[src/logic/flash_host_consts.svh]
// constants for the flash command host controller
// Functional notes
// - count N, then N+1 writes, then confirm
// - host issues only defined command codes
// - host leaves the buffer free check to software before continuing
// - host passes the buffer count to the device unchecked
// - software supplies byte select bit (address bit 0) in x8
`ifndef FLASH_HOST_CONSTS_SVH
`define FLASH_HOST_CONSTS_SVH

// software registers of the controller, word indices
`define REG_CTRL        4'h0
`define REG_ADDR        4'h1
`define REG_DATA        4'h2
`define REG_COUNT       4'h3
`define REG_STATUS      4'h4
`define REG_RDATA       4'h5
`define REG_CFG         4'h6

// control register operation codes
`define OP_READ_ARRAY   4'h0
`define OP_READ_ID      4'h1
`define OP_READ_QUERY   4'h2
`define OP_READ_STATUS  4'h3
`define OP_CLR_STATUS   4'h4
`define OP_PROGRAM      4'h5
`define OP_BUF_WRITE    4'h6
`define OP_BLOCK_ERASE  4'h7
`define OP_SUSPEND      4'h8
`define OP_RESUME       4'h9
`define OP_STS_CONFIG   4'ha
`define OP_SET_LOCK     4'hb
`define OP_CLR_LOCKS    4'hc
`define OP_CHIP_ERASE   4'hd
`define OP_READ         4'he
`define OP_BUF_DATA     4'hf

// command codes on the low data byte
`define CMD_READ_ARRAY  8'hff
`define CMD_READ_ID     8'h90
`define CMD_READ_QUERY  8'h98
`define CMD_READ_STATUS 8'h70
`define CMD_CLR_STATUS  8'h50
`define CMD_BUF_WRITE   8'he8
`define CMD_PROGRAM     8'h40
`define CMD_PROGRAM_ALT 8'h10
`define CMD_ERASE       8'h20
`define CMD_SUSPEND     8'hb0
`define CMD_CONFIRM     8'hd0
`define CMD_STS_CONFIG  8'hb8
`define CMD_LOCK        8'h60
`define CMD_LOCK_SET    8'h01
`define CMD_CHIP_ERASE  8'h30

// query layout
`define QUERY_STRING_WORD 24'h000010
`define QUERY_STRING_BYTE 24'h000020

// bus timing: strobe low and recovery phases, ns and cycles at 4 ns
`define CLK_PERIOD_NS   4
`define T_STROBE_NS     100
`define T_RECOVER_NS    40
`define STROBE_CYCLES   ((`T_STROBE_NS + `CLK_PERIOD_NS - 1) / `CLK_PERIOD_NS)
`define RECOVER_CYCLES  ((`T_RECOVER_NS + `CLK_PERIOD_NS - 1) / `CLK_PERIOD_NS)

`endif

[src/logic/flash_host_pkg.sv]
// types shared by the flash command host controller
package flash_host_pkg;

	typedef struct packed {
		logic        ce_n;
		logic        oe_n;
		logic        we_n;
		logic        rp_n;
		logic        wp;
		logic        byte_n;
		logic [23:0] addr;
	} flash_ctl_t;

	typedef struct packed {
		logic        is_write;
		logic [23:0] addr;
		logic [15:0] data;
	} bus_req_t;

	typedef enum logic [1:0] {
		CY_IDLE,
		CY_STROBE,
		CY_RECOVER
	} cycle_state_t;

	typedef enum logic [2:0] {
		SEQ_IDLE,
		SEQ_FIRST,
		SEQ_SECOND,
		SEQ_BUF_WAIT,
		SEQ_CONFIRM
	} seq_state_t;

endpackage

[src/logic/flash_bus_cycle.sv]
// one asynchronous flash bus cycle, read or write, timed in core clocks
`timescale 1ns/1ps
`include "flash_host_consts.svh"

module flash_bus_cycle (
	input  wire logic                      core_clk,
	input  wire logic                      rst,
	input  wire logic                      req_valid,
	output logic                           req_ready,
	input  wire flash_host_pkg::bus_req_t  req,
	input  wire logic [15:0]               dq_in,
	output logic                           done,
	output logic [15:0]                    rd_data,
	output logic                           we_n,
	output logic                           oe_n,
	output logic                           ce_n,
	output logic [23:0]                    addr,
	output logic [15:0]                    dq_out,
	output logic                           dq_oe
);
	flash_host_pkg::cycle_state_t state_reg, state_next;
	logic [7:0]  cnt_reg, cnt_next;
	logic        wr_reg, wr_next;
	logic [23:0] addr_reg, addr_next;
	logic [15:0] wdata_reg, wdata_next;
	logic [15:0] rd_reg, rd_next;
	logic        done_reg, done_next;
	logic [15:0] dq_s1, dq_s2;

	// the done cycle counts as the idle gap, so a caller that still sees its old state cannot
	// start the same cycle a second time
	assign req_ready = (state_reg == flash_host_pkg::CY_IDLE) && !done_reg;

	always_comb begin
		state_next = state_reg;
		cnt_next   = cnt_reg;
		wr_next    = wr_reg;
		addr_next  = addr_reg;
		wdata_next = wdata_reg;
		rd_next    = rd_reg;
		done_next  = 1'b0;
		case (state_reg)
			flash_host_pkg::CY_IDLE: begin
				if (req_valid && req_ready) begin
					wr_next    = req.is_write;
					addr_next  = req.addr;
					wdata_next = req.data;
					cnt_next   = 8'(`STROBE_CYCLES);
					state_next = flash_host_pkg::CY_STROBE;
				end
			end
			flash_host_pkg::CY_STROBE: begin
				if (cnt_reg == 8'h01) begin
					// data sampled from the synchronised bus at the end of the strobe
					rd_next    = dq_s2;
					cnt_next   = 8'(`RECOVER_CYCLES);
					state_next = flash_host_pkg::CY_RECOVER;
				end else begin
					cnt_next = cnt_reg - 8'h01;
				end
			end
			flash_host_pkg::CY_RECOVER: begin
				if (cnt_reg == 8'h01) begin
					done_next  = 1'b1;
					state_next = flash_host_pkg::CY_IDLE;
				end else begin
					cnt_next = cnt_reg - 8'h01;
				end
			end
			default: state_next = flash_host_pkg::CY_IDLE;
		endcase
	end

	always_ff @(posedge core_clk) begin
		if (rst) begin
			state_reg <= flash_host_pkg::CY_IDLE;
			cnt_reg   <= 8'h00;
			wr_reg    <= 1'b0;
			addr_reg  <= 24'h000000;
			wdata_reg <= 16'h0000;
			rd_reg    <= 16'h0000;
			done_reg  <= 1'b0;
			dq_s1     <= 16'h0000;
			dq_s2     <= 16'h0000;
		end else begin
			state_reg <= state_next;
			cnt_reg   <= cnt_next;
			wr_reg    <= wr_next;
			addr_reg  <= addr_next;
			wdata_reg <= wdata_next;
			rd_reg    <= rd_next;
			done_reg  <= done_next;
			dq_s1     <= dq_in;
			dq_s2     <= dq_s1;
		end
	end

	// data stays driven through recovery so the device latches it on the we_n rise
	assign we_n    = !(wr_reg && state_reg == flash_host_pkg::CY_STROBE);
	assign oe_n    = !(!wr_reg && state_reg == flash_host_pkg::CY_STROBE);
	assign ce_n    = (state_reg == flash_host_pkg::CY_IDLE);
	assign dq_oe   = wr_reg && (state_reg != flash_host_pkg::CY_IDLE);
	assign dq_out  = wdata_reg;
	assign addr    = addr_reg;
	assign rd_data = rd_reg;
	assign done    = done_reg;
endmodule

[src/logic/flash_cmd_host.sv]
// host controller that issues command sequences to a parallel command-driven flash
`timescale 1ns/1ps
`include "flash_host_consts.svh"

module flash_cmd_host (
	input  wire logic          core_clk,
	input  wire logic          rst,
	input  wire logic [3:0]    reg_addr,
	input  wire logic [31:0]   reg_wdata,
	input  wire logic          reg_wr,
	input  wire logic          reg_rd,
	output logic [31:0]        reg_rdata,
	output flash_host_pkg::flash_ctl_t flash_ctl,
	input  wire logic [15:0]   dq_in,
	output logic [15:0]        dq_out,
	output logic               dq_oe
);
	flash_host_pkg::seq_state_t seq_reg, seq_next;
	logic [3:0]  op_reg, op_next;
	logic [23:0] target_reg, target_next;
	logic [15:0] data_reg, data_next;
	logic [7:0]  count_reg, count_next;
	logic [8:0]  left_reg, left_next;
	logic [15:0] rdata_reg, rdata_next;
	logic        busy_reg, busy_next;
	logic        err_reg, err_next;
	logic        buf_pending_reg, buf_pending_next;
	logic        byte_mode_reg, byte_mode_next;
	logic        wp_reg, wp_next;
	logic        rp_n_reg, rp_n_next;
	logic [31:0] reg_rdata_reg, reg_rdata_next;

	logic        cyc_valid;
	logic        cyc_ready;
	logic        cyc_done;
	logic [15:0] cyc_rd;
	flash_host_pkg::bus_req_t cyc_req;
	logic        we_n_w, oe_n_w, ce_n_w;
	logic [23:0] addr_w;

	flash_bus_cycle u_cycle (
		.core_clk  (core_clk),
		.rst       (rst),
		.req_valid (cyc_valid),
		.req_ready (cyc_ready),
		.req       (cyc_req),
		.dq_in     (dq_in),
		.done      (cyc_done),
		.rd_data   (cyc_rd),
		.we_n      (we_n_w),
		.oe_n      (oe_n_w),
		.ce_n      (ce_n_w),
		.addr      (addr_w),
		.dq_out    (dq_out),
		.dq_oe     (dq_oe)
	);

	// first command code of each operation; only the low byte matters
	function automatic logic [7:0] first_code(input logic [3:0] op);
		case (op)
			`OP_READ_ARRAY:  first_code = `CMD_READ_ARRAY;
			`OP_READ_ID:     first_code = `CMD_READ_ID;
			`OP_READ_QUERY:  first_code = `CMD_READ_QUERY;
			`OP_READ_STATUS: first_code = `CMD_READ_STATUS;
			`OP_CLR_STATUS:  first_code = `CMD_CLR_STATUS;
			`OP_PROGRAM:     first_code = `CMD_PROGRAM;
			`OP_BUF_WRITE:   first_code = `CMD_BUF_WRITE;
			`OP_BLOCK_ERASE: first_code = `CMD_ERASE;
			`OP_SUSPEND:     first_code = `CMD_SUSPEND;
			`OP_RESUME:      first_code = `CMD_CONFIRM;
			`OP_STS_CONFIG:  first_code = `CMD_STS_CONFIG;
			`OP_SET_LOCK:    first_code = `CMD_LOCK;
			`OP_CLR_LOCKS:   first_code = `CMD_LOCK;
			`OP_CHIP_ERASE:  first_code = `CMD_CHIP_ERASE;
			default:         first_code = `CMD_READ_ARRAY; // never a reserved code
		endcase
	endfunction

	// second cycle data, or none for single-cycle commands
	function automatic logic [15:0] second_data(input logic [3:0] op, input logic [15:0] d,
		input logic [7:0] n);
		case (op)
			`OP_PROGRAM:     second_data = d;
			`OP_BUF_WRITE:   second_data = {8'h00, n};
			`OP_BLOCK_ERASE: second_data = {8'h00, `CMD_CONFIRM};
			`OP_CHIP_ERASE:  second_data = {8'h00, `CMD_CONFIRM};
			`OP_CLR_LOCKS:   second_data = {8'h00, `CMD_CONFIRM};
			`OP_SET_LOCK:    second_data = {8'h00, `CMD_LOCK_SET};
			default:         second_data = d;
		endcase
	endfunction

	function automatic logic two_cycle(input logic [3:0] op);
		two_cycle = (op == `OP_PROGRAM) || (op == `OP_BUF_WRITE) || (op == `OP_BLOCK_ERASE) ||
			(op == `OP_CHIP_ERASE) || (op == `OP_CLR_LOCKS) || (op == `OP_SET_LOCK) ||
			(op == `OP_STS_CONFIG);
	endfunction

	always_comb begin
		seq_next         = seq_reg;
		op_next          = op_reg;
		target_next      = target_reg;
		data_next        = data_reg;
		count_next       = count_reg;
		left_next        = left_reg;
		rdata_next       = rdata_reg;
		busy_next        = busy_reg;
		err_next         = err_reg;
		buf_pending_next = buf_pending_reg;
		byte_mode_next   = byte_mode_reg;
		wp_next          = wp_reg;
		rp_n_next        = rp_n_reg;
		reg_rdata_next   = 32'h00000000;
		cyc_valid        = 1'b0;
		cyc_req          = '{is_write: 1'b1, addr: target_reg, data: 16'h0000};

		if (reg_wr) begin
			case (reg_addr)
				`REG_ADDR:  target_next = reg_wdata[23:0];
				`REG_DATA:  data_next = reg_wdata[15:0];
				`REG_COUNT: count_next = reg_wdata[7:0];
				`REG_CFG: begin
					byte_mode_next = reg_wdata[0];
					wp_next        = reg_wdata[1]; // lock changes need protect high
					rp_n_next      = reg_wdata[2]; // power-down exit restores read array
				end
				`REG_CTRL: begin
					if (!busy_reg) begin // a command during the running one is dropped and sets err
						op_next   = reg_wdata[3:0];
						busy_next = 1'b1;
						err_next  = 1'b0;
						if (reg_wdata[3:0] == `OP_BUF_DATA) begin
							seq_next = buf_pending_reg ? flash_host_pkg::SEQ_BUF_WAIT
								: flash_host_pkg::SEQ_IDLE;
							busy_next = buf_pending_reg;
							err_next  = !buf_pending_reg;
						end else begin
							seq_next = flash_host_pkg::SEQ_FIRST;
						end
					end else begin
						err_next = 1'b1;
					end
				end
				default: ;
			endcase
		end

		case (seq_reg)
			flash_host_pkg::SEQ_IDLE: ;
			flash_host_pkg::SEQ_FIRST: begin
				cyc_valid = cyc_ready;
				if (op_reg == `OP_READ) begin
					cyc_req = '{is_write: 1'b0, addr: target_reg, data: 16'h0000};
				end else begin
					cyc_req = '{is_write: 1'b1, addr: target_reg,
						data: {8'h00, first_code(op_reg)}};
				end
				if (cyc_done) begin
					if (op_reg == `OP_READ) begin
						// words pass as driven
						rdata_next = cyc_rd;
						seq_next   = flash_host_pkg::SEQ_IDLE;
						busy_next  = 1'b0;
					end else if (two_cycle(op_reg)) begin
						seq_next = flash_host_pkg::SEQ_SECOND;
					end else begin
						seq_next  = flash_host_pkg::SEQ_IDLE;
						busy_next = 1'b0;
					end
				end
			end
			flash_host_pkg::SEQ_SECOND: begin
				cyc_valid = cyc_ready;
				cyc_req   = '{is_write: 1'b1, addr: target_reg,
					data: second_data(op_reg, data_reg, count_reg)};
				if (cyc_done) begin
					seq_next  = flash_host_pkg::SEQ_IDLE;
					busy_next = 1'b0;
					if (op_reg == `OP_BUF_WRITE) begin
						// software reads extended status before sending the words
						left_next        = {1'b0, count_reg} + 9'h001;
						buf_pending_next = 1'b1;
					end
				end
			end
			flash_host_pkg::SEQ_BUF_WAIT: begin
				cyc_valid = cyc_ready;
				cyc_req   = '{is_write: 1'b1, addr: target_reg, data: data_reg};
				if (cyc_done) begin
					left_next = left_reg - 9'h001;
					seq_next  = (left_reg == 9'h001) ? flash_host_pkg::SEQ_CONFIRM
						: flash_host_pkg::SEQ_IDLE;
					busy_next = (left_reg == 9'h001);
				end
			end
			flash_host_pkg::SEQ_CONFIRM: begin
				// confirm goes out after exactly count+1 data writes
				cyc_valid = cyc_ready;
				cyc_req   = '{is_write: 1'b1, addr: target_reg, data: {8'h00, `CMD_CONFIRM}};
				if (cyc_done) begin
					seq_next         = flash_host_pkg::SEQ_IDLE;
					busy_next        = 1'b0;
					buf_pending_next = 1'b0;
				end
			end
			default: seq_next = flash_host_pkg::SEQ_IDLE;
		endcase

		if (reg_rd) begin
			case (reg_addr)
				`REG_ADDR:   reg_rdata_next = {8'h00, target_reg};
				`REG_DATA:   reg_rdata_next = {16'h0000, data_reg};
				`REG_COUNT:  reg_rdata_next = {24'h000000, count_reg};
				`REG_STATUS: reg_rdata_next = {21'h000000, left_reg[7:0], err_reg,
					buf_pending_reg, busy_reg};
				`REG_RDATA:  reg_rdata_next = {16'h0000, rdata_reg};
				`REG_CFG:    reg_rdata_next = {29'h00000000, rp_n_reg, wp_reg, byte_mode_reg};
				`REG_CTRL:   reg_rdata_next = {28'h0000000, op_reg};
				default:     reg_rdata_next = 32'h00000000;
			endcase
		end
	end

	always_ff @(posedge core_clk) begin
		if (rst) begin
			seq_reg         <= flash_host_pkg::SEQ_IDLE;
			op_reg          <= `OP_READ_ARRAY;
			target_reg      <= 24'h000000;
			data_reg        <= 16'h0000;
			count_reg       <= 8'h00;
			left_reg        <= 9'h000;
			rdata_reg       <= 16'h0000;
			busy_reg        <= 1'b0;
			err_reg         <= 1'b0;
			buf_pending_reg <= 1'b0;
			byte_mode_reg   <= 1'b0;
			wp_reg          <= 1'b0;
			rp_n_reg        <= 1'b0;
			reg_rdata_reg   <= 32'h00000000;
		end else begin
			seq_reg         <= seq_next;
			op_reg          <= op_next;
			target_reg      <= target_next;
			data_reg        <= data_next;
			count_reg       <= count_next;
			left_reg        <= left_next;
			rdata_reg       <= rdata_next;
			busy_reg        <= busy_next;
			err_reg         <= err_next;
			buf_pending_reg <= buf_pending_next;
			byte_mode_reg   <= byte_mode_next;
			wp_reg          <= wp_next;
			rp_n_reg        <= rp_n_next;
			reg_rdata_reg   <= reg_rdata_next;
		end
	end

	// in byte mode software supplies byte addresses, bit 0 included
	assign flash_ctl = '{ce_n: ce_n_w, oe_n: oe_n_w, we_n: we_n_w, rp_n: rp_n_reg,
		wp: wp_reg, byte_n: !byte_mode_reg, addr: addr_w};
	assign reg_rdata = reg_rdata_reg;
endmodule

[config.mk]
export PLATFORM = sky130hd
export DESIGN_NAME = flash_cmd_host
export DESIGN_NICKNAME = d
export VERILOG_FILES = /design/src/logic/flash_host_pkg.sv /design/src/logic/flash_bus_cycle.sv /design/src/logic/flash_cmd_host.sv
export VERILOG_INCLUDE_DIRS = /design/src /design/src/logic
export SDC_FILE = /design/constraint.sdc
export NUM_CORES = 1
export LEC_CHECK = 0
export BUFFER_PORTS_ARGS = -buffer_cell sky130_fd_sc_hd__clkbuf_2
export CORE_ASPECT_RATIO = 0.5
export CORE_MARGIN = 10
export CORE_UTILIZATION = 61
export CTS_BUF_LIST = sky130_fd_sc_hd__clkbuf_16
export DETAILED_ROUTE_END_ITERATION = 8
export MAX_ROUTING_LAYER = met4
export PLACE_DENSITY = 0.93
export REMOVE_ABC_BUFFERS = 1
export SETUP_SLACK_MARGIN = 0.05
export SKIP_LAST_GASP = 1
export SLEW_MARGIN = 10
export SYNTH_ARGS = -nofsm -noshare
export SYNTH_HDL_FRONTEND = slang
export SYNTH_HIERARCHICAL = 1
export SYNTH_SLANG_ARGS = --single-unit
[constraint.sdc]
create_clock -name core_clk -period 4.04 [get_ports core_clk]
set_clock_uncertainty 0.05 [all_clocks]
set_input_delay 0.808 -clock core_clk [delete_from_list [all_inputs] [get_ports core_clk]]
set_output_delay 0.808 -clock core_clk [all_outputs]
set_load 0.02 [all_outputs]
---- After elaboration in Yosys (flattened, before gate mapping) ----
Memories as Yosys holds them, arrays and structs flattened. A register that Yosys moved wholly into a read port is not among the register bits.
Index checks and enable logic that the tools add are counted.
word-level totals
  memories kept ........................... 1
  output and inout port bits .............. 79
  bits in read-only memories .............. 128
  register bits after elaboration ......... 218
  bits of input ports ..................... 56
memory list
  name             depth  bits a word  read ports  clocked after Yosys merged registers in  wr ports  line                  text
  (no name shown)  16     8            1           1                                        0         flash_cmd_host.sv:60  case (op)
operators by class
  add/sub/neg operators ................... 3
  equality and inequality tests ........... 31
  reduce and logical (&&, ||, !) cells .... 42
  bitwise operators ....................... 3
  multiplexer cells ....................... 48
operators by type and width
  kind                                                                      count
  24-bit one-hot mux with 7 select lines                                    1
  41-bit one-hot mux with 4 select lines                                    1
  16-bit one-hot mux with 3 select lines                                    1
  41-bit 2-to-1 mux                                                         1
  9-bit 2-to-1 mux                                                          3
  4-bit by 3-bit == test with 1-bit output (second input constant)          6
  4-bit == test (second input constant)                                     6
  8-bit 2-to-1 mux                                                          3
  8-bit one-hot mux with 3 select lines                                     1
  3-bit 2-to-1 mux                                                          7
  9-bit one-hot mux with 2 select lines                                     1
  1-bit 2-to-1 mux                                                          16
  2-bit 2-to-1 mux                                                          7
  2-bit AND reduction                                                       7
  2-bit by 1-bit inequality test with 1-bit output (second input constant)  6
  3-bit one-hot mux with 4 select lines                                     1
  3-bit AND reduction                                                       4
  8-bit by 1-bit adder with 9-bit output (second input constant)            1
  9-bit by 1-bit == test with 1-bit output (second input constant)          1
  9-bit by 1-bit subtractor with 9-bit output (second input constant)       1
  4-bit by 2-bit == test with 1-bit output (second input constant)          2
  8-bit by 1-bit == test with 1-bit output (second input constant)          1
  4-bit 2-to-1 mux                                                          2
  4-bit AND reduction                                                       2
  other kinds (23)                                                          45

---- Depth between registers and ports, before layout ----
Gate-level depths: netlist of run 1.
  depth in word-level cells ............... 11
  mapped depth ............................ 10
  mapped depth without buffers ............ 8

---- Cells and area by module ----
The synthesis of run 1 kept the hierarchy.
by module, submodules not included
  module           area each (µm²)  sequential area each (µm²)  instances  cells each
  flash_cmd_host   5,529.1          2,322.2                     1          665
  flash_bus_cycle  3,590.9          2,001.9                     1          391

---- Least setup slack after synthesis of run 1 ----
Ideal clock, no wire load.
  path kind ............................... input to register
  start ................................... input reg_addr[3]
  end ..................................... register (tool-made name)
  slack ................................... 1,370 ps
  arrival ................................. 2,499 ps
  buffers on the path ..................... 2
  library setup time ...................... 121 ps
  data required time ...................... 3,869 ps
  cell stages on the path ................. 9
  path through ............................ buf_6 > nor2_4 > and4b_1 > buf_6 > mux2i_1 > inv_1 > ha_1 > mux2i_1 > mux2_2
RTL lines
  item         line                 text
  from (decl)  flash_cmd_host.sv:8  input wire logic [3:0] reg_addr,

==> metrics.sh, run 1 <==
OUTCOME='finished clean'
SYNTHESIS.YOSYS.WARNINGS=6
REPORT.POWER.TOTAL_uW=4158
WORST_SETUP_PATH_START_KIND='primary input'
AREAGROWTHSYNTHTOFINISH_PCT=12.53
SYNTH_COMPOUND_AREA_FRAC=0.1543
FINAL_LAYOUT_FILL_CELL_COUNT=1118
NUMCTSBUFFERS=19
GRT_SETUP_UNREPAIRED='false'
POST-PLACE-CELLS=1306
CLKSINKCOUNT=216
CLOCKBUFFERDEPTH=3
SYNTH_ENABLE_FLOP_CELLS=0
SLEW_VIOL_FINAL=0
SYNTH.MUX.AREA_FRACTION=0.05913
SETUP-VIOLATIONS-FINAL=0
DIE_AREA_SQ_UM=20540
POSTCTSSETUPBUFFERS=0
POST_DRT_WL_PER_CELL_UM=18.78
REG2REGPATHDEPTH=6
GP_CONGESTION=0.9262
WORST_EP_REQUIRED_TIME_PS=4400
CTS_REPAIR_RESIZED_INSTS=0
FF_LATCH_AREA_SQ_UM=4324
MAX_CLOCK_FREQ_MHz=346.6
CLOCK_TREE.ROOT_CELL='sky130_fd_sc_hd__clkbuf_16'
CLK-INSERTION-DELAY-LATE_PS=490
NETLIST_INSTANCES=1056
GRT_ANTENNA_BEFORE_REPAIR=0
FINAL_NET_COUNT=1198
POWER_DENSITY_nW_PER_UM2=405.1
SYN-CELL-AREA_SQ_UM=9120
DETAILED_PLACE_HPWL_MM=16.94
FIRST_GLOBAL_VIAS=7615
MULTI_INPUT_AREA_SQ_UM=4353
TIMING.CRITICAL_PATH.TO_TYPE='flop'
HOLDBUFCOUNTCTS=0
WORSTPATHMAXFANOUT=12
WORSTMARGINPINSLEW_PS=970.1
SYNTH_SEQUENTIAL_AREA_RATIO=0.4741
POSTSYNTH.TOPFLOPCELL='sky130_fd_sc_hd__dfxtp_1'
SYNTH.FF_LATCH_COUNT=216
WORST_HOLD_PATH_TYPE='flop to flop'
GRT_START_MAX_NET_PINS=174
POST_SYNTHESIS_CELL_TYPE_COUNT=72
GRT_FIRST_PASS_WIRELENGTH_MM=39.86
CELLLEAKAGEPOWER_uW=0.004062
SYNTH_LARGEST_AREA_CELL='sky130_fd_sc_hd__dfxtp_1'
COREAREA_SQ_UM=14550
REPORT.FINAL.HOLD_VIOL_COUNT=0
STARTING_DENSITY_OF_THE_CORE=0.6270
SYN_AVG_CELL_AREA_SQ_UM=8.636
FLOORPLAN.DIE.HEIGHT_UM=106.5
SYNTH_TOP_CELLS_BY_AREA='sky130_fd_sc_hd__dfxtp_1, sky130_fd_sc_hd__nand2_1, sky130_fd_sc_hd__a21oi_1, sky130_fd_sc_hd__mux2i_1, sky130_fd_sc_hd__nor2b_1'
TIMING.SETUP.CRITICAL_PATH_CLASS='primary input to flop'
ANTENNA_CELLS=0
POST_ROUTE_WORST_HOLD_SLACK_PS=390.6
TOP_LEVEL_PORTS=135
FINISH.CELL_COUNT_WITHOUT_FILLERS=1338
POST-ROUTE-PERIOD-UTIL=0.7141
HTREEDEPTH=1
NETLIST_TOP_CELLS_COUNT='sky130_fd_sc_hd__dfxtp_1, sky130_fd_sc_hd__nand2_1, sky130_fd_sc_hd__a21oi_1'
CTS.REPORTEDPATHS.CLKPINSLEW_PS=70
DRT_FIRST_PASS_ITERS=8
WL_MM=25.12
FINAL.MIN_CLOCK_PERIOD_PS=2885
GLOBAL_ROUTE.USAGE.TOTAL=0.2436
POST_SYNTH_XOR_AREA_FRACTION=0.006722
POST-SYNTH-TOP-AREA-FRACTION=0.4741
NUM_VIAS=7890
ROUTE.DETAILED.VIAS_PER_INST=5.897
WORST-ENDPOINT-ARRIVAL_PS=3250
SYNTH-ADDER-AREA-SHARE=0.01784
PORT_BUFFERS=118
GRT_OVERFLOW=0
MAX-CAP-VIOLATIONS=0
SYNTHSIMPLEGATEAREAFRAC=0.2360
FLOORPLAN.DIE.WIDTH_UM=192.9
MAXSLEWHEADROOM=0.3483
POST_ROUTE_CELLS_DRIVE_ABOVE_1_SHARE=0.1518
HOLDPATHSTAGES=1
SYNTH_TOP_FAMILY_BY_AREA='simple AND/OR/NAND/NOR gates'
DRCVIOLATIONCOUNT=0
TOTALNEGATIVESETUPSLACK_PS=0
SYNTH_ASYNC_SR_FLOP_SHARE=0
TRITONCTS_CLOCK_TREE='done'
PEAKVDDDROP_V=0.0002796
YOSYS.CELL_COUNT.TOP_TYPE='sky130_fd_sc_hd__dfxtp_1'
ANT_NETS=0
CORE.ROWCOUNT=31
DR.FIRST_ITER.DRC_COUNT=846
-- critical path, cell delays in order --
cell and delay, ps:
sky130_fd_sc_hd__clkbuf_2 190, sky130_fd_sc_hd__nor2_1 260, sky130_fd_sc_hd__and4b_1 550, sky130_fd_sc_hd__mux2i_1 540, sky130_fd_sc_hd__inv_1 160, sky130_fd_sc_hd__ha_1 320, sky130_fd_sc_hd__or2_0 220, sky130_fd_sc_hd__a31oi_1 200
-- cell usage in the layout (no fill, tap or decap), types with 3 or more instances in the layout --
cell	netlist	layout
sky130_fd_sc_hd__a211oi_1	8	8
sky130_fd_sc_hd__a21oi_1	119	119
sky130_fd_sc_hd__a221oi_1	6	6
sky130_fd_sc_hd__a222oi_1	9	9
sky130_fd_sc_hd__a22oi_1	18	18
sky130_fd_sc_hd__a31oi_1	7	7
sky130_fd_sc_hd__and2_1	24	24
sky130_fd_sc_hd__and3_1	6	6
sky130_fd_sc_hd__buf_4	15	8
sky130_fd_sc_hd__clkbuf_16	0	19
sky130_fd_sc_hd__clkbuf_2	0	117
sky130_fd_sc_hd__clkinv_1	0	4
sky130_fd_sc_hd__conb_1	1	8
sky130_fd_sc_hd__dfxtp_1	216	216
sky130_fd_sc_hd__ha_1	13	13
sky130_fd_sc_hd__inv_1	17	19
sky130_fd_sc_hd__mux2_2	3	3
sky130_fd_sc_hd__mux2i_1	46	46
sky130_fd_sc_hd__nand2_1	211	211
sky130_fd_sc_hd__nand2b_1	18	18
sky130_fd_sc_hd__nand3_1	15	15
sky130_fd_sc_hd__nand3b_1	6	6
sky130_fd_sc_hd__nand4_1	4	4
sky130_fd_sc_hd__nor2_1	68	68
sky130_fd_sc_hd__nor2b_1	45	45
sky130_fd_sc_hd__nor3_1	11	11
sky130_fd_sc_hd__nor3b_1	9	9
sky130_fd_sc_hd__nor4_1	3	3
sky130_fd_sc_hd__o21ai_0	19	19
sky130_fd_sc_hd__o31ai_1	6	6
sky130_fd_sc_hd__or3_1	4	4
sky130_fd_sc_hd__or4_1	3	3
sky130_fd_sc_hd__xnor2_1	4	4
sky130_fd_sc_hd__xor2_1	3	3
-- cell families after synthesis --
| logic type | after synthesis |
|---|---|
| flip-flops | 216 |
| multiplexers | 51 |
| AO/OA/AOI/OAI | 223 |
| other | 1 |
| buffers and inverters | 100 |
| XOR/XNOR | 7 |
| AND/OR/NAND/NOR | 445 |
| adder cells (fa/ha/maj) | 13 |
-- through the flow --
| stage | setup WS, ps | area [sq um] | util |
|---|---|---|---|
| 6_report | 1155 | 10260 | 0.7055 |
| 5_1_grt | 1036 | 10260 | 0.7055 |
| 4_1_cts | 1222 | 10260 | 0.7055 |
| 3_5_place_dp | 710.9 | 9669 | 0.6648 |
| 3_3_place_gp | 856.9 | 9669 | 0.6648 |
| 2_1_floorplan | 1280 | 8745 | - |
-- path summary, 6_finish.rpt --
check / from / end / slack [ps]
min: u_cycle/dq_s1[0] / u_cycle/dq_s2[0] / 390
max: reg_addr[1] / flop / 1160
max reg2reg: seq_reg[0] / u_cycle/dq_out[2] / 1370
min reg2reg: u_cycle/dq_s1[0] / u_cycle/dq_s2[0] / 390
-- routing by layer --
layer	track usage	up-vias	share of wire
li1	-	3755	-
met1	0.3078	3724	0.42
met2	0.3913	343	0.47
met3	0.04338	68	0.082
met4	0.07424	0	0.028
met5	-	-	0
-- final cells by class --
type	instances	share of cell area
Clock buffer	19	0.04633
Clock inverter	13	0.01146
Inverter	18	0.006584
Multi-Input combinational cell	747	0.4242
Sequential cell	216	0.4214
Tap cell	198	0.02414
Timing Repair Buffer	127	0.06596
-- power breakdown --
group | internal [uW] | switching (uW)
clock | 989 | 797
sequential | 2160 | 20.1
combinational | 67.8 | 128
total | 3210 | 945
No activity file was read; power rests on OpenSTA's default activity.
==> run 2, diff against run 1 <==
Settings changed: CORE_UTILIZATION 61 to 51, PLACE_DENSITY 0.93 to 0.84.
Clock period 4.04 ns to 2.31 ns, I/O delays scaled along.
==> run 2 against run 1 <==
Compared with the run above: combinational power grew 95%; non-clock buffer count grew 42; sequential share of layout area shrank 1.7 points; sequential power grew 75%; clock power grew 74%; final cell count grew 6.0%; via count grew 1.9%; worst hold slack lost 270 ps; global-route usage shrank 3.8 points; critical path depth is the same.
==> metrics.sh, run 2 (same netlist as run 1, synthesis figures left out) <==
REPORT.FINAL.HOLD_VIOL_COUNT=0  # unchanged
TOTALNEGATIVESETUPSLACK_PS=0  # unchanged
GRT_SETUP_UNREPAIRED='false'
WL_MET1_MM=10.86  # +3.0%
PEAKVDDDROP_V=0.0004723  # +69%
GLOBAL_ROUTE.USAGE.TOTAL=0.2060  # -0.03760
GP_CONGESTION=0.9307  # +0.49%
POWER.SHARE.CLOCK=0.426  # -0.003
NUMCTSBUFFERS=20  # +1
WL_MET2_MM=11.74  # -0.64%
POSTPLACECELLAREA_SQ_UM=10070  # +4.2%
DIE_AREA_SQ_UM=23960  # +17%
TIMING.CRITICAL_PATH.TO_TYPE='flop'
SWITCHING_POWER_uW=1681  # +78%
TIMING.CRITICAL_PATH.CELLS='inv_1 > ha_1 > nor2b_2 > and3_4 > nand2b_1 > a21o_1 > or4_1 > a211oi_2'
POST-ROUTE-PERIOD-UTIL=0.9281
FLOORPLAN.DIE.WIDTH_UM=209.1  # +8.4%
GRT_OVERFLOW=0  # unchanged
PORT_BUFFERS=118  # unchanged
OUTCOME='finished clean'
WORST_HOLD_PATH_TYPE='primary input to flop'
CTS_REPAIR_RESIZED_INSTS=0  # unchanged
CLOCK_TREE.ROOT_CELL='sky130_fd_sc_hd__clkbuf_16'
POST_ROUTE_CELLS_DRIVE_ABOVE_1_SHARE=0.1883  # +0.03659
WORSTPATHMAXFANOUT=5  # -7
FINAL.MIN_CLOCK_PERIOD_PS=2144
HOLDPATHSTAGES=2  # +1
COMBPWRFRAC=0.052  # +0.005
TIMING.CRITICAL_PATH.SLOWEST_STAGE_CELL='sky130_fd_sc_hd__or4_1'
FINALCOREUTILIZATION=0.6138  # -0.09170
TIMING.SETUP.CRITICAL_PATH_CLASS='flop to flop'
COREAREA_SQ_UM=17440  # +20%
MAX-CAP-VIOLATIONS=0  # unchanged
WORST_EP_REQUIRED_TIME_PS=2670  # -1730 ps
CLK-INSERTION-DELAY-LATE_PS=500  # about the same
SLOWEST_DELAY_PS=530  # -20 ps
MIN_DELAY_WORST_ENDPOINT='u_cycle/dq_s1[12]'
HTREEDEPTH=1  # unchanged
FINAL_NET_COUNT=1241  # +3.6%
TOPROUTINGLAYERUSED='met4'
ANTENNA_CELLS=0  # unchanged
CTS.REPORTEDPATHS.CLKPINSLEW_PS=60  # about the same
AREAGROWTHSYNTHTOFINISH_PCT=17.40
CELLLEAKAGEPOWER_uW=0.004291  # +5.6%
FLOORPLAN.DIE.HEIGHT_UM=114.6  # +7.6%
CLKSINKCOUNT=216  # unchanged
DRCVIOLATIONCOUNT=0  # unchanged
MAXSLEWHEADROOM=0.4497  # +0.1014
STARTING_DENSITY_OF_THE_CORE=0.5229  # -0.1041
DETAILED_PLACE_HPWL_MM=18.13  # +7.0%
SLEW_VIOL_FINAL=0  # unchanged
CLOCKBUFFERDEPTH=3  # unchanged
DRT_FIRST_PASS_ITERS=8  # unchanged
P_INT_uW=5622  # +75%
GRT_FIRST_PASS_WIRELENGTH_MM=40.03  # +0.43%
REG2REG_SETUP_SLACK_PS=170  # -1200 ps
ROUTE.DETAILED.VIAS_PER_INST=5.668  # -3.9%
ANT_NETS=0  # unchanged
GRT_START_MAX_NET_PINS=123  # -29%
LAYOUT_COMMON_CELLS='sky130_fd_sc_hd__dfxtp_1, sky130_fd_sc_hd__nand2_1, sky130_fd_sc_hd__a21oi_1'
R2R_END='u_cycle/cnt_reg[7]'
SWITCHING_SHARE=0.2302  # +0.003036
WORST_SETUP_PATH_START_KIND='flop'
GRT_ANTENNA_BEFORE_REPAIR=0  # unchanged
WL_MM=25.14  # about the same
WORSTHOLDSTART='dq_in[12]'
POWER.SHARE.SEQUENTIAL=0.521  # -0.003
POST_DRT_WL_PER_CELL_UM=17.73  # -5.6%
TRITONCTS_CLOCK_TREE='done'
SETUP-VIOLATIONS-FINAL=0  # unchanged
LEADING_CELL_TYPE_IN_THE_LAYOUT_FILL_AND_TAPS_EXCLUDED='sky130_fd_sc_hd__dfxtp_1'
REPORT.POWER.TOTAL_uW=7303  # +76%
FIRST_GLOBAL_VIAS=7735  # +1.6%
TOP_LEVEL_PORTS=135  # unchanged
POWER_DENSITY_nW_PER_UM2=682.1  # +68%
WORSTMARGINPINSLEW_PS=825.4  # -144.6 ps
MET3WIRELENGTH_MM=2.050  # -0.58%
POSTLAYOUTCELLAREA_SQ_UM=10710  # +4.3%
MAX_CLOCK_FREQ_MHz=466.4
POSTCTSSETUPBUFFERS=0  # unchanged
NUM_VIAS=8037  # +1.9%
HOLDBUFCOUNTCTS=0  # unchanged
TIMING.RR.START='u_cycle/state_reg[0]'
CORE.ROWCOUNT=34  # +9.7%
DR.FIRST_ITER.DRC_COUNT=752  # -11%
REG2REGPATHDEPTH=8  # +2
WORST-ENDPOINT-ARRIVAL_PS=2500  # -750 ps
## run 2: cell count changes in the layout (fill, tap and decap cells not counted), moves of 2 or more
cell	delta
sky130_fd_sc_hd__buf_12	+3
sky130_fd_sc_hd__inv_1	-2
sky130_fd_sc_hd__clkinv_2	+4
sky130_fd_sc_hd__buf_4	+39
## run 2: worst max-delay path by stage
| stage | from | end | slack, ps | cells after the start |
|---|---|---|---|---|
| 2_1_floorplan | u_cycle/state_reg[0] | u_cycle/cnt_reg[3] | -150 | 7 |
| 3_3_place_gp | reg_addr[1] | flop | 190 | 8 |
| 3_5_place_dp | reg_addr[1] | flop | 110 | 8 |
| 4_1_cts | u_cycle/state_reg[0] | u_cycle/cnt_reg[7] | 100 | 8 |
| 5_1_grt | u_cycle/state_reg[0] | u_cycle/cnt_reg[7] | 60 | 8 |
| 6_report | u_cycle/state_reg[0] | u_cycle/cnt_reg[7] | 170 | 8 |
## run 2: power groups by stage
| stage | sequential (uW) | clock (uW) | combinational [uW] |
|---|---|---|---|
| after floorplan | 3880 | 0 | 168 |
| after global placement | 3890 | 0 | 363 |
| after detailed placement | 3890 | 0 | 372 |
| after CTS | 3800 | 3150 | 374 |
| after global routing | 3810 | 3320 | 415 |
| final | 3810 | 3110 | 383 |
## run 2: through the flow
step	worst slack (ps)	cells	hold slack [ps]
after floorplan	-147.5	981	363.8
final	166.0	1418	118.2
after detailed placement	109.5	1384	370.4
after global placement	189.1	1384	367.5
after CTS	101.6	1418	104.5
after global routing	57.16	1418	116.1
## run 2: final cells by class
class	instances	area, sq um
clock buffer	20	500.5
inverter	18	67.56
fill	1484	6735
multi-input combinational	747	4384
clock inverter	14	107.6
sequential	216	4324
timing repair buffer	169	1030
tap	234	292.8
## run 2: worst max-delay path: cells and delay by family (launching register included)
kind	cells	cell delay (ps)
and+or+nand+nor	4	990
AOI/OAI and AO/OA	2	440
DFF	1	320
adders and majority gates	1	180
buffers and inverters	1	90
## run 2: per-layer routing
metal / global-route usage / up-vias
li1: - / 3829
met1: 0.2640 / 3798
met2: 0.3340 / 362
met3: 0.03649 / 48
met4: 0.04764 / 0
met5: - / -
==> run 3, diff against run 2 <==
Settings changed: ABC_AREA from default to 1.
==> run 3 against run 2 <==
Compared with the run above: critical path depth up 2; final area down 1.2%; setup slack better by 83 ps; synthesized area up 1.2%; die area up 1.0%; critical endpoint is now u_cycle/dq_out[10].
==> metrics.sh, run 3 <==
CRITICAL_PATH.N_BUFFERS_INVERTERS=3  # +2
GRT_FIRST_PASS_WIRELENGTH_MM=40.40  # +0.91%
CLKSINKCOUNT=216  # unchanged
REPORT.FINAL.HOLD_VIOL_COUNT=0  # unchanged
TIMING.CRITICAL_PATH.CELLS='inv_1 > nand3_1 > o21ai_1 > inv_1 > nand2_1 > o21ai_4 > inv_2 > nor2_1 > nand3_1 > a21oi_1'
TIMING.CRITICAL_PATH.TO_TYPE='flop'
POWER_DENSITY_nW_PER_UM2=708.7  # +3.9%
POSTSYNTH.TOPFLOPCELL='sky130_fd_sc_hd__dfxtp_1'
POST-ROUTE-PERIOD-UTIL=0.8923  # -0.03582
POST_DRT_WL_PER_CELL_UM=16.04  # -9.5%
WORSTPATHMAXFANOUT=9  # +4
TOP_LEVEL_PORTS=135  # unchanged
POST-SYNTH-TOP-AREA-FRACTION=0.4686  # -0.005529
POSTPLACECELLAREA_SQ_UM=9948  # -1.2%
HOLDBUFCOUNTCTS=0  # unchanged
SYNTH_LARGEST_AREA_CELL='sky130_fd_sc_hd__dfxtp_1'
WORSTMARGINPINSLEW_PS=1014  # +188.9 ps
DIE_AREA_SQ_UM=24200  # +1.0%
MET3WIRELENGTH_MM=1.837  # -10%
POST_ROUTE_CELLS_DRIVE_ABOVE_1_SHARE=0.1725  # -0.01583
WL_MET2_MM=11.51  # -2.0%
MAX-CAP-VIOLATIONS=0  # unchanged
SETUP-VIOLATIONS-FINAL=0  # unchanged
TIMING.CRITICAL_PATH.SLOWEST_STAGE_CELL='sky130_fd_sc_hd__dfxtp_1'
DR.FIRST_ITER.DRC_COUNT=737  # -2.0%
CRITICAL_PATH.TOP_DELAY_FAMILY='compound AO/OA/AOI/OAI gates'
CTS.REPORTEDPATHS.CLKPINSLEW_PS=60  # about the same
WORST_HOLD_PATH_TYPE='primary input to flop'
LAYOUT_COMMON_CELLS='sky130_fd_sc_hd__dfxtp_1, sky130_fd_sc_hd__nand2_1, sky130_fd_sc_hd__inv_1'
POST_ROUTE_WORST_HOLD_SLACK_PS=96.98  # -21.17 ps
FIRST_GLOBAL_VIAS=7895  # +2.1%
SYNTH_ENABLE_FLOP_CELLS=0  # unchanged
SYN-CELL-AREA_SQ_UM=9228  # +1.2%
WL_MET1_MM=11.38  # +4.8%
POSTLAYOUTCELLAREA_SQ_UM=10570  # -1.2%
SYN_AVG_CELL_AREA_SQ_UM=7.508  # -13%
NETLIST_INSTANCES=1229  # +16%
LEADING_CELL_TYPE_IN_THE_LAYOUT_FILL_AND_TAPS_EXCLUDED='sky130_fd_sc_hd__dfxtp_1'
AREAGROWTHSYNTHTOFINISH_PCT=14.59
HTREEDEPTH=1  # unchanged
WORST_EP_REQUIRED_TIME_PS=2670  # about the same
COREAREA_SQ_UM=17570  # +0.73%
POST_SYNTHESIS_CELL_TYPE_COUNT=46  # -36%
FINAL.MIN_CLOCK_PERIOD_PS=2061  # -82.75 ps
MAXSLEWHEADROOM=0.3238  # -0.1259
YOSYS.CELL_COUNT.TOP_TYPE='sky130_fd_sc_hd__dfxtp_1'
CLOCK_TREE.ROOT_CELL='sky130_fd_sc_hd__clkbuf_16'
TOPROUTINGLAYERUSED='met4'
GRT_OVERFLOW=0  # unchanged
SYNTH.FF_LATCH_COUNT=216  # unchanged
SYNTHESIS.YOSYS.WARNINGS=6  # unchanged
DRCVIOLATIONCOUNT=0  # unchanged
GLOBAL_ROUTE.USAGE.TOTAL=0.2072  # +0.001248
CLK-INSERTION-DELAY-LATE_PS=500  # about the same
MAX_CLOCK_FREQ_MHz=485.1  # +4.0%
SLEW_VIOL_FINAL=0  # unchanged
DRT_FIRST_PASS_ITERS=5  # -3
FINAL_NET_COUNT=1397  # +13%
TRITONCTS_CLOCK_TREE='done'
CORE.ROWCOUNT=34  # unchanged
ROUTE.DETAILED.VIAS_PER_INST=5.345  # -5.7%
DETAILED_PLACE_HPWL_MM=18.11  # about the same
SLOWEST_DELAY_PS=400  # -130 ps
NUMCTSBUFFERS=20  # unchanged
NUM_VIAS=8413  # +4.7%
OUTCOME='finished clean'
STARTING_DENSITY_OF_THE_CORE=0.5252  # +0.002326
TIMING.SETUP.CRITICAL_PATH_CLASS='flop to flop'
ANT_NETS=0  # unchanged
NETLIST_TOP_CELLS_COUNT='sky130_fd_sc_hd__dfxtp_1, sky130_fd_sc_hd__nand2_1, sky130_fd_sc_hd__inv_1'
FLOORPLAN.DIE.WIDTH_UM=210.2  # +0.53%
SYNTH_SEQUENTIAL_AREA_RATIO=0.4686  # -0.005529
WORST-ENDPOINT-ARRIVAL_PS=2420  # -80 ps
GP_CONGESTION=0.9231  # -0.82%
SYNTH_ASYNC_SR_FLOP_SHARE=0  # unchanged
WL_MM=25.25  # +0.43%
GRT_START_MAX_NET_PINS=91  # -26%
REPORT.POWER.TOTAL_uW=7494  # +2.6%
SYNTH_TOP_CELLS_BY_AREA='sky130_fd_sc_hd__dfxtp_1, sky130_fd_sc_hd__nand2_1, sky130_fd_sc_hd__a21oi_1, sky130_fd_sc_hd__inv_1, sky130_fd_sc_hd__nor2_1'
FLOORPLAN.DIE.HEIGHT_UM=115.1  # +0.48%
CLOCKBUFFERDEPTH=3  # unchanged
GRT_SETUP_UNREPAIRED='false'
GRT_ANTENNA_BEFORE_REPAIR=1  # +1
WORST_SETUP_PATH_START_KIND='flop'
CELLLEAKAGEPOWER_uW=0.004427  # +3.2%
PORT_BUFFERS=118  # unchanged
PEAKVDDDROP_V=0.0003777  # -20%
-- run 3: changes by cell type after synthesis, moves of 27 or more --
cell	before	now
sky130_fd_sc_hd__nor2_1	68	130
sky130_fd_sc_hd__nor2b_1	45	0
sky130_fd_sc_hd__mux2i_1	46	0
sky130_fd_sc_hd__clkbuf_1	49	22
sky130_fd_sc_hd__nand3_1	15	87
sky130_fd_sc_hd__o21ai_0	19	93
sky130_fd_sc_hd__inv_1	17	153
-- run 3: worst paths after layout --
kind | start | end | slack, ps | cells past startpoint
max | op_reg[1] | u_cycle/dq_out[10] | 250 | 10
min reg2reg | u_cycle/dq_s1[0] | u_cycle/dq_s2[0] | 340 | 2
max reg2reg | op_reg[1] | u_cycle/dq_out[10] | 250 | 10
min | dq_in[14] | u_cycle/dq_s1[14] | 100 | 3
-- run 3: report_power, final --
group / internal (uW) / switching [uW] / total [uW]
clock: 1760 / 1400 / 3160
combinational: 157 / 353 / 510
sequential: 3790 / 35.7 / 3830
-- run 3: cell families after synthesis --
kind of cell    share of synthesized area
xor+xnor                         0.003797
buf+inv                            0.1073
fa+ha+maj                         0.01763
compound gates                     0.1669
other cells                     0.0004064
flops                              0.4686
simple gates                       0.2354
-- run 3: cell type report --
cell class / instances / area (sq um)
inverters: 166 / 635.6
flip-flops and latches: 216 / 4324
fillers: 1597 / 6995
multi-input cells: 786 / 3943
clock buffers: 21 / 525.5
repair buffers: 138 / 762.0
well taps: 234 / 292.8
clock inverters: 12 / 88.84
diodes: 1 / 2.502
-- run 3: timing repair --
action / 4_1_cts / 5_1_grt
gates resized for setup: 0 / 3
setup buffers: 0 / 0
endpoints found under the hold margin: 0 / 0
setup endpoints to repair: 0 / 40
-- run 3: through the flow --
| step | setup WS (ps) | TNS [ps] | util | std cells |
|---|---|---|---|---|
| after detailed placement | 140.6 | 0 | 0.5662 | 1540 |
| after floorplan | -1522 | -64480 | - | 1168 |
| after global placement | 155.7 | 0 | 0.5662 | 1540 |
| after global routing | 89.86 | 0 | 0.6018 | 1574 |
| after CTS | 133.1 | 0 | 0.6012 | 1573 |
| final | 248.7 | 0 | 0.6018 | 1574 |
-- run 3: worst min-delay path, cell delays in order --
cell                       delay [ps]
sky130_fd_sc_hd__clkbuf_2          80
sky130_fd_sc_hd__inv_1             40
sky130_fd_sc_hd__nor2_1            30
-- run 3: layer usage --
metal / up-vias / global-route usage
li1: 4135 / -
met1: 3896 / 0.2715
met2: 333 / 0.3276
met3: 49 / 0.03259
met4: 0 / 0.05612
met5: - / -
